[config.mk]
export PLATFORM = sky130hd
export DESIGN_NAME = axis_homing_sequencer
export DESIGN_NICKNAME = d
export VERILOG_FILES = /design/src/rtl/homing_pkg.sv /design/src/rtl/axis_homing_sequencer.sv
export SDC_FILE = /design/constraint.sdc
export NUM_CORES = 1
export LEC_CHECK = 0
export CAP_MARGIN = 15
export CORE_MARGIN = 4
export CORE_UTILIZATION = 50
export CTS_BUF_LIST = sky130_fd_sc_hd__clkbuf_4
export CTS_CLUSTER_SIZE = 28
export DETAILED_ROUTE_END_ITERATION = 6
export DONT_BUFFER_PORTS = 1
export GPL_TIMING_DRIVEN = 0
export SKIP_LAST_GASP = 1
export SYNTH_ARGS = -nofsm -noshare
export SYNTH_HDL_FRONTEND = slang
export SYNTH_SLANG_ARGS = --single-unit
[constraint.sdc]
create_clock -name ref_clk -period 3.3 [get_ports ref_clk]
set_input_delay 0.66 -clock ref_clk [delete_from_list [all_inputs] [get_ports ref_clk]]
set_output_delay 0.66 -clock ref_clk [all_outputs]
set_load 0.05 [all_outputs]
[src/rtl/homing_pkg.sv]
// Purpose: Shared constants and carrier types for the axis homing sequencer.
// Assumes: 32-bit positions and speeds in user units, word-wide registers.
// Notes:   Register offsets are byte addresses of aligned 32-bit words.
package homing_pkg;

  // ==========================================================================
  // Widths.
  localparam int unsigned POS_W  = 32;
  localparam int unsigned ADDR_W = 8;
  localparam int unsigned DATA_W = 32;

  // ==========================================================================
  // Register offsets.
  localparam logic [ADDR_W-1:0] CTRL_OFS   = 8'h00;
  localparam logic [ADDR_W-1:0] FAST_OFS   = 8'h04;
  localparam logic [ADDR_W-1:0] SLOW_OFS   = 8'h08;
  localparam logic [ADDR_W-1:0] SHIFT_OFS  = 8'h0c;
  localparam logic [ADDR_W-1:0] HOME_OFS   = 8'h10;
  localparam logic [ADDR_W-1:0] STATUS_OFS = 8'h14;
  localparam logic [ADDR_W-1:0] MARKER_OFS = 8'h18;

  // ==========================================================================
  // Control register fields.
  localparam int unsigned CTRL_EXEC_BIT   = 0;
  localparam int unsigned CTRL_METHOD_LSB = 1;

  // Status register fields.
  localparam int unsigned ST_BUSY_BIT   = 0;
  localparam int unsigned ST_DONE_BIT   = 1;
  localparam int unsigned ST_ESTAB_BIT  = 2;
  localparam int unsigned ST_SUPER_BIT  = 3;
  localparam int unsigned ST_ERROR_BIT  = 4;
  localparam int unsigned ST_SWITCH_BIT = 5;
  localparam int unsigned ST_STATE_LSB  = 8;

  // ==========================================================================
  // Reset values.
  localparam logic [POS_W-1:0] FAST_RST  = 32'h0000_07d0;
  localparam logic [POS_W-1:0] SLOW_RST  = 32'h0000_01f4;
  localparam logic [POS_W-1:0] SHIFT_RST = 32'h0000_0000;
  localparam logic [POS_W-1:0] HOME_RST  = 32'h0000_0000;

  // Axes that may use the switch-then-marker method.
  localparam logic [3:0] AXIS_FIRST = 4'h1;
  localparam logic [3:0] AXIS_LAST  = 4'h4;

  // ==========================================================================
  // Homing methods.
  typedef enum logic [1:0] {
    switch_then_marker_method = 2'h0,
    marker_positive_method    = 2'h1,
    marker_negative_method    = 2'h2
  } homing_method_select_type;

  // Sequencer states, one-hot.
  typedef enum logic [10:0] {
    ST_IDLE      = 11'h001,
    ST_NEG_FAST  = 11'h002,
    ST_STOP_NEG  = 11'h004,
    ST_POS_FAST  = 11'h008,
    ST_STOP_POS  = 11'h010,
    ST_NEG_SLOW  = 11'h020,
    ST_SW_MARK   = 11'h040,
    ST_MARK_SRCH = 11'h080,
    ST_STOP_MARK = 11'h100,
    ST_SHIFT     = 11'h200,
    ST_LOAD      = 11'h400
  } seq_state_type;

  // ==========================================================================
  // Command to the motion profile; dir high means negative travel.
  typedef struct packed {
    logic             run;
    logic             stop;
    logic             move;
    logic             dir;
    logic [POS_W-1:0] speed;
    logic [POS_W-1:0] target;
  } motion_cmd_type;

  // Position load toward the axis.
  typedef struct packed {
    logic             load;
    logic [POS_W-1:0] cmd_pos;
    logic [POS_W-1:0] act_pos;
  } pos_load_type;

endpackage : homing_pkg

[src/rtl/axis_homing_sequencer.sv]
// Purpose: Homing sequencer for one servo axis.
// Assumes: Profile reports idle and commanded-at-target on ref_clk.
// Notes:   Home switch and marker arrive from pins and are synchronised.
//
// Functional notes
// (RQ1) Switch method only on axes 1-4, motor feedback.
// (RQ2) Switch gates search; first negative marker is home.
// (RQ3) Switch low positive side, high negative side.
// (RQ4) Cycle starts on execute rising edge only.
// (RQ5) Released starts negative fast; actuated starts positive.
// (RQ6) Negative fast until switch actuates, then stop.
// (RQ7) Positive fast until switch releases, then stop.
// (RQ8) Negative slow to switch, continue until marker latches.
// (RQ9) After marker, decelerate and stop beyond it.
// (RQ10) Fast move to reference plus shift distance.
// (RQ11) Load commanded home, actual home minus following error.
// (RQ12) Set established flag when switch method completes.
// (RQ13) Switch method final marker approach always travels negative.
// (RQ14) Marker methods: first marker in chosen direction.
// (RQ15) Marker methods run slow in chosen direction.
// (RQ16) Marker methods stop beyond marker with deceleration.
// (RQ17) Marker methods then fast move to reference plus shift.
// (RQ18) Marker methods load both positions; set established.
// (RQ19) Done asserts when commanded position reaches home.
// (RQ20) Superseded flag when another command aborts homing.
// (RQ21) Marker edge armed only in marker search phases.
`timescale 1ns/1ps

module axis_homing_sequencer (
  input  wire logic                          ref_clk,
  input  wire logic                          rstn,
  input  wire logic [homing_pkg::ADDR_W-1:0] reg_addr,
  input  wire logic [homing_pkg::DATA_W-1:0] reg_wdata,
  input  wire logic                          reg_wr,
  input  wire logic                          reg_rd,
  output logic      [homing_pkg::DATA_W-1:0] reg_rdata,
  input  wire logic                          home_switch,
  input  wire logic                          marker_pulse,
  input  wire logic [3:0]                    axis_number,
  input  wire logic                          motor_feedback,
  input  wire logic                          profile_idle,
  input  wire logic                          cmd_at_target,
  input  wire logic [homing_pkg::POS_W-1:0]  actual_position,
  input  wire logic [homing_pkg::POS_W-1:0]  following_error,
  input  wire logic                          supersede_req,
  output homing_pkg::motion_cmd_type         motion_cmd,
  output homing_pkg::pos_load_type           pos_load,
  output logic                               homing_busy,
  output logic                               homing_done,
  output logic                               position_established_flag,
  output logic                               superseded_flag,
  output logic                               method_error
);
  import homing_pkg::*;

  // ==========================================================================
  // Module state.
  typedef struct packed {
    seq_state_type            st;
    logic [1:0]               sw_sync;
    logic [2:0]               mk_sync;
    logic                     exec_bit;
    logic                     exec_prev;
    homing_method_select_type method;
    logic [POS_W-1:0]         fast_seek_speed;
    logic [POS_W-1:0]         slow_seek_speed;
    logic [POS_W-1:0]         home_shift_distance;
    logic [POS_W-1:0]         home_position;
    logic [POS_W-1:0]         marker_pos;
    motion_cmd_type           cmd;
    pos_load_type             load;
    logic                     busy;
    logic                     done;
    logic                     established;
    logic                     superseded;
    logic                     err;
    logic [DATA_W-1:0]        rdata;
  } state_type;

  state_type s_q;
  state_type s_d;

  // ==========================================================================
  // Helpers.
  function automatic motion_cmd_type velocity_cmd(
    input logic             neg,
    input logic [POS_W-1:0] spd
  );
    motion_cmd_type c;
    c        = '0;
    c.run    = 1'b1;
    c.dir    = neg;
    c.speed  = spd;
    return c;
  endfunction : velocity_cmd

  function automatic motion_cmd_type stop_cmd();
    motion_cmd_type c;
    c      = '0;
    c.stop = 1'b1;
    return c;
  endfunction : stop_cmd

  function automatic logic switch_allowed(
    input logic [3:0] axis,
    input logic       fb
  );
    return fb && (axis >= AXIS_FIRST) && (axis <= AXIS_LAST);
  endfunction : switch_allowed

  // ==========================================================================
  // Derived signals.
  logic switch_on;
  logic marker_edge;
  logic exec_rise;
  logic wr_ctrl;
  logic [DATA_W-1:0] status_word;

  always_comb begin
    switch_on   = s_q.sw_sync[1];                            // RQ3
    marker_edge = s_q.mk_sync[1] & ~s_q.mk_sync[2];           // RQ21
    exec_rise   = s_q.exec_bit & ~s_q.exec_prev;              // RQ4
    wr_ctrl     = reg_wr && (reg_addr == CTRL_OFS);
    status_word = '0;
    status_word[ST_BUSY_BIT]   = s_q.busy;
    status_word[ST_DONE_BIT]   = s_q.done;
    status_word[ST_ESTAB_BIT]  = s_q.established;
    status_word[ST_SUPER_BIT]  = s_q.superseded;
    status_word[ST_ERROR_BIT]  = s_q.err;
    status_word[ST_SWITCH_BIT] = switch_on;
    status_word[ST_STATE_LSB +: 11] = s_q.st;
  end

  // ==========================================================================
  // Next state.
  always_comb begin
    s_d           = s_q;
    s_d.sw_sync   = {s_q.sw_sync[0], home_switch};
    s_d.mk_sync   = {s_q.mk_sync[1:0], marker_pulse};
    s_d.exec_prev = s_q.exec_bit;
    s_d.load.load = 1'b0;

    // Register writes.
    if (reg_wr) begin
      case (reg_addr)
        CTRL_OFS: begin
          s_d.exec_bit = reg_wdata[CTRL_EXEC_BIT];
          if (!s_q.busy) begin
            s_d.method = homing_method_select_type'(
              reg_wdata[CTRL_METHOD_LSB +: 2]);
          end
        end
        FAST_OFS:  s_d.fast_seek_speed     = reg_wdata;
        SLOW_OFS:  s_d.slow_seek_speed     = reg_wdata;
        SHIFT_OFS: s_d.home_shift_distance = reg_wdata;
        HOME_OFS:  s_d.home_position       = reg_wdata;
        default: begin
        end
      endcase
    end

    // Register reads, answered in the next cycle.
    s_d.rdata = '0;
    if (reg_rd) begin
      case (reg_addr)
        CTRL_OFS: begin
          s_d.rdata[CTRL_EXEC_BIT]         = s_q.exec_bit;
          s_d.rdata[CTRL_METHOD_LSB +: 2]  = s_q.method;
        end
        FAST_OFS:   s_d.rdata = s_q.fast_seek_speed;
        SLOW_OFS:   s_d.rdata = s_q.slow_seek_speed;
        SHIFT_OFS:  s_d.rdata = s_q.home_shift_distance;
        HOME_OFS:   s_d.rdata = s_q.home_position;
        STATUS_OFS: s_d.rdata = status_word;
        MARKER_OFS: s_d.rdata = s_q.marker_pos;
        default:    s_d.rdata = '0;
      endcase
    end

    // Sequencer.
    case (s_q.st)
      ST_IDLE: begin
        if (exec_rise) begin                                   // RQ4
          s_d.done       = 1'b0;
          s_d.superseded = 1'b0;
          s_d.err        = 1'b0;
          if (s_q.method == switch_then_marker_method) begin
            if (!switch_allowed(axis_number, motor_feedback)) begin // RQ1
              s_d.err = 1'b1;
            end else begin
              s_d.busy        = 1'b1;
              s_d.established = 1'b0;
              if (switch_on) begin                             // RQ5
                s_d.st  = ST_POS_FAST;
                s_d.cmd = velocity_cmd(1'b0, s_q.fast_seek_speed);
              end else begin
                s_d.st  = ST_NEG_FAST;
                s_d.cmd = velocity_cmd(1'b1, s_q.fast_seek_speed);
              end
            end
          end else if (s_q.method == marker_positive_method ||
                       s_q.method == marker_negative_method) begin
            s_d.busy        = 1'b1;
            s_d.established = 1'b0;
            s_d.st          = ST_MARK_SRCH;                    // RQ14
            s_d.cmd = velocity_cmd(                            // RQ15
              s_q.method == marker_negative_method, s_q.slow_seek_speed);
          end else begin
            s_d.err = 1'b1;
          end
        end
      end
      ST_NEG_FAST: begin
        if (switch_on) begin                                   // RQ6
          s_d.st  = ST_STOP_NEG;
          s_d.cmd = stop_cmd();
        end
      end
      ST_STOP_NEG: begin
        if (profile_idle) begin                                // RQ7
          s_d.st  = ST_POS_FAST;
          s_d.cmd = velocity_cmd(1'b0, s_q.fast_seek_speed);
        end
      end
      ST_POS_FAST: begin
        if (!switch_on) begin                                  // RQ7
          s_d.st  = ST_STOP_POS;
          s_d.cmd = stop_cmd();
        end
      end
      ST_STOP_POS: begin
        if (profile_idle) begin                                // RQ13
          s_d.st  = ST_NEG_SLOW;
          s_d.cmd = velocity_cmd(1'b1, s_q.slow_seek_speed);   // RQ8
        end
      end
      ST_NEG_SLOW: begin
        if (switch_on) begin                                   // RQ2
          s_d.st = ST_SW_MARK;
        end
      end
      ST_SW_MARK, ST_MARK_SRCH: begin
        if (marker_edge) begin                                 // RQ8
          s_d.marker_pos = actual_position;                    // RQ14
          s_d.st         = ST_STOP_MARK;
          s_d.cmd        = stop_cmd();                         // RQ9
        end
      end
      ST_STOP_MARK: begin
        if (profile_idle) begin                                // RQ16
          s_d.st         = ST_SHIFT;
          s_d.cmd        = '0;
          s_d.cmd.move   = 1'b1;                               // RQ10
          s_d.cmd.speed  = s_q.fast_seek_speed;                // RQ17
          s_d.cmd.target = s_q.marker_pos + s_q.home_shift_distance;
        end
      end
      ST_SHIFT: begin
        if (cmd_at_target && profile_idle) begin               // RQ17
          s_d.st           = ST_LOAD;
          s_d.cmd          = '0;
          s_d.load.load    = 1'b1;
          s_d.load.cmd_pos = s_q.home_position;                // RQ11
          if (s_q.method == switch_then_marker_method) begin
            s_d.load.act_pos = s_q.home_position - following_error; // RQ11
          end else begin
            s_d.load.act_pos = s_q.home_position;              // RQ18
          end
        end
      end
      ST_LOAD: begin
        s_d.st          = ST_IDLE;
        s_d.busy        = 1'b0;
        s_d.done        = 1'b1;                                // RQ19
        s_d.established = 1'b1;                                // RQ12 RQ18
      end
      default: begin
        s_d.st   = ST_IDLE;
        s_d.cmd  = '0;
        s_d.busy = 1'b0;
      end
    endcase

    // Another motion command takes the axis over.
    if (supersede_req && s_q.busy) begin                       // RQ20
      s_d.st         = ST_IDLE;
      s_d.busy       = 1'b0;
      s_d.superseded = 1'b1;
      s_d.cmd        = '0;
      s_d.load.load  = 1'b0;
    end

    // A write to control never touches the result flags directly.
    if (wr_ctrl && !s_q.busy && !exec_rise) begin
      s_d.err = s_d.err;
    end
  end

  // ==========================================================================
  // State register.
  always_ff @(posedge ref_clk or negedge rstn) begin
    if (!rstn) begin
      s_q                     <= '0;
      s_q.st                  <= ST_IDLE;
      s_q.method              <= switch_then_marker_method;
      s_q.fast_seek_speed     <= FAST_RST;
      s_q.slow_seek_speed     <= SLOW_RST;
      s_q.home_shift_distance <= SHIFT_RST;
      s_q.home_position       <= HOME_RST;
    end else begin
      s_q <= s_d;
    end
  end

  // ==========================================================================
  // Outputs.
  always_comb begin
    reg_rdata                 = s_q.rdata;
    motion_cmd                = s_q.cmd;
    pos_load                  = s_q.load;
    homing_busy               = s_q.busy;
    homing_done               = s_q.done;
    position_established_flag = s_q.established;
    superseded_flag           = s_q.superseded;
    method_error              = s_q.err;
  end

endmodule : axis_homing_sequencer

==> flow_metrics.tcl <==
set metrics [dict create \
    status "finished with violations" \
    violations "negative hold slack, negative setup slack" \
    grt_pass1_vias 15493 \
    dp.final_hpwl_microns 45700 \
    r2r-start "s_q[202]$_DFFE_PN0P_" \
    initial_core_util_pct 51.1 \
    clk_latency_ns 0.80 \
    clockBufferDepth 3 \
    die_w_microns 205 \
    relSlewSlack_pct 27.9 \
    layout_setup_ws_ns -0.00757 \
    finClkSkew_ns 0.0633 \
    cts_made_buffers 96 \
    design_power_total_uw 13400 \
    drt_first_pass_iters 6 \
    cts.sinks 350 \
    ys_seq_elements 350 \
    drtAntennaViolNets 0 \
    p_per_area_nw_per_um2 607 \
    final_cell_mix "dfrtp_1, nand2_1, buf_4, mux2_2, clkbuf_4" \
    grt_max_degree 351 \
    yosysSeqAreaShare_pct 45.3 \
    end_kind "flop" \
    peakVddDrop_uv 347 \
    drv_cap 0 \
    min_path_type "in -> async" \
    syn_area_sq_um 19400 \
    synthMuxAreaShare_pct 11.6 \
    rsz0062_at_grt "yes" \
    netlist_instances 1942 \
    drt-initial-drc-count 1111 \
    io_pins 288 \
    wl_per_cell_microns 22.6 \
    synthFlopType "dfrtp_1" \
    synth_simple_gate_area_share_pct 11.4 \
    nets 2297 \
    drv_slew 0 \
    synth_cell_types 78 \
    vias_per_cell 5.74 \
    regToRegSetupSlack_ns -0.008 \
    ys_async_sr_fraction_pct 100 \
    cp_data_required_time_ns 3.93 \
    clockRootBuffer "clkbuf_4" \
    io_buffers 0 \
    leakage_uw 0.0109 \
    fin_area_sq_um 22100 \
    vias 15511 \
    hold_violations 339 \
    max_freq_mhz 302 \
    worst_pin_slew_ns 1.08 \
    grt_first_pass_wirelength_microns 92300 \
    finalCoreUtilization_pct 58.2 \
    grt_usage_pct 28.8 \
    regToRegEndpoint "pos_load[30]$_DFFE_PN0P_" \
    syn_area_per_cell_sq_um 9.97 \
    final_common_cell "dfrtp_1" \
    htreeDepth 3 \
    critPathKind "reg -> reg" \
    synthAdderAreaFrac_pct 4.21 \
    drc 0 \
    period_needed_ns 3.31 \
    cts_tree "done" \
    grt_antenna_before_repair 6 \
    wl_microns 61000 \
    crit_arrival_ns 3.93 \
    synth_top_family_by_area "compound AO/OA/AOI/OAI gates" \
    synth_xor_area_share_pct 2.53 \
    synth-edff-count 0 \
    drive_gt1_share_pct 26.3 \
    clkTransAtPathRegs_ns 0.06 \
    crit_fanout 4 \
    finalSetupViolCount 1 \
    gr-total-overflow 0 \
    core_sq_um 37900 \
    area_delta_synth_final_pct 14.0 \
    reg2reg_depth 13 \
    yosysWarnings 0 \
    dieArea_sq_um 41900 \
    startpoint_type "flop" \
    place.gp.congestion 0.903 \
    placed_area_sq_um 20000 \
    fin_setup_tns_ns -0.00757 \
    synthesis.nets 2124 \
    dieHeight_microns 205 \
    synth-compound-area-share_pct 15.2 \
    period_share_pct 100 \
    hold_slack_ns -0.421 \
    rows 71 \
]
[through the flow]
step / setup WS [ns] / hold slack (ns) / std cells
after global placement: -0.337 / 0.334 / 2453
after CTS: -0.0450 / -0.511 / 2690
final: -0.00757 / -0.421 / 2703
after global routing: -0.104 / -0.527 / 2703
after detailed placement: -0.365 / 0.343 / 2453
after floorplan: 0.421 / 0.331 / 1942
[registers in the layout, indices dropped and copies added (netlist names)]
register                   cells
method_error                   1
pos_load                      65
homing_done                    1
s_d                            4
motion_cmd                    68
reg_rdata                     32
s_q                          176
position_established_flag      1
homing_busy                    1
superseded_flag                1
[synth_stat cells, drive strengths merged, types with 8 or more instances]
cell / number / area [sq um]
mux2: 170 / 1910
a31oi: 15 / 106
nand2: 276 / 1040
nor2b: 12 / 75.1
o21a: 9 / 67.6
a211oi: 8 / 70.1
a21boi: 17 / 128
a222oi: 16 / 160
xnor2: 40 / 350
clkbuf: 53 / 200
nand4: 12 / 75.1
o21ai: 109 / 553
or3: 12 / 75.1
and3: 8 / 50.1
a22oi: 35 / 263
inv: 59 / 221
dfstp: 13 / 342
nor2: 106 / 398
o21bai: 11 / 82.6
dfrtp: 337 / 8430
buf: 211 / 1480
a221oi: 13 / 114
nand3: 26 / 135
o31ai: 42 / 320
a21o: 31 / 233
ha: 62 / 776
xor2: 16 / 140
nor3: 21 / 105
mux2i: 33 / 330
a21oi: 89 / 445
[power by group]
part | internal, uW | switching [uW]
clock | 2180 | 1860
sequential | 4660 | 435
combinational | 1400 | 2870
total | 8230 | 5160
[worst max-delay path, stage by stage, from the launching register on]
cell and delay (ns):
dfrtp_1 0.46, inv_1 0.11, ha_1 0.19, inv_1 0.06, fa_1 0.43, a211oi_2 0.26
o21ai_1 0.21, nand4_1 0.16, o211ai_1 0.15, o21ai_1 0.29, o21ai_0 0.20, a31oi_1 0.30
mux2i_1 0.23, nand3_1 0.08
[metal layers]
| layer | GRT usage [%] | up-vias | routed length [microns] |
|---|---|---|---|
| met1 | 39.0 | 7700 | 26100 |
| met4 | 10.5 | 2 | 2040 |
| met2 | 45.9 | 579 | 28700 |
| met5 | 0 | - | 13 |
| met3 | 6.00 | 114 | 4200 |
| li1 | - | 7116 | - |
[worst max path at each step]
stage / startpoint / end / cells past startpoint
6_report: s_q[202]$_DFFE_PN0P_ / pos_load[30]$_DFFE_PN0P_ / 13
5_1_grt: s_q[202]$_DFFE_PN0P_ / pos_load[30]$_DFFE_PN0P_ / 13
4_1_cts: s_q[202]$_DFFE_PN0P_ / pos_load[30]$_DFFE_PN0P_ / 13
3_5_place_dp: reg_addr[0] / s_q[269]$_DFFE_PN0P_ / 7
3_3_place_gp: reg_addr[0] / s_q[275]$_DFFE_PN0P_ / 7
2_1_floorplan: following_error[0] / pos_load[12]$_DFFE_PN0P_ / 12
[layout make-up]
| type | instances | area (sq um) |
|---|---|---|
| buffer | 264 | 1680 |
| multi-input combinational | 1269 | 8770 |
| sequential | 350 | 8770 |
| tap | 511 | 639 |
| fill | 3423 | 15900 |
| antenna | 6 | 15.0 |
| inverter | 59 | 221 |
| clock inverter | 14 | 80.1 |
| clock buffer | 155 | 1160 |
| timing repair buffer | 75 | 736 |
[cell families after synthesis]
| family | after synthesis |
|---|---|
| compound gates | 439 |
| xor+xnor | 56 |
| fa+ha+maj | 64 |
| buf+inv | 323 |
| flops | 350 |
| mux | 203 |
| simple gates | 507 |
[what timing repair did]
action / 4_1_cts / 5_1_grt
resized for setup: 7 / 13
pin swaps: 0 / 5
setup endpoints to repair: 22 / 116
setup buffers: 0 / 6
hold endpoints to repair: 518 / 351
hold buffers: 68 / 1
cloned: 0 / 0
Power figures use the tool's default switching activity.
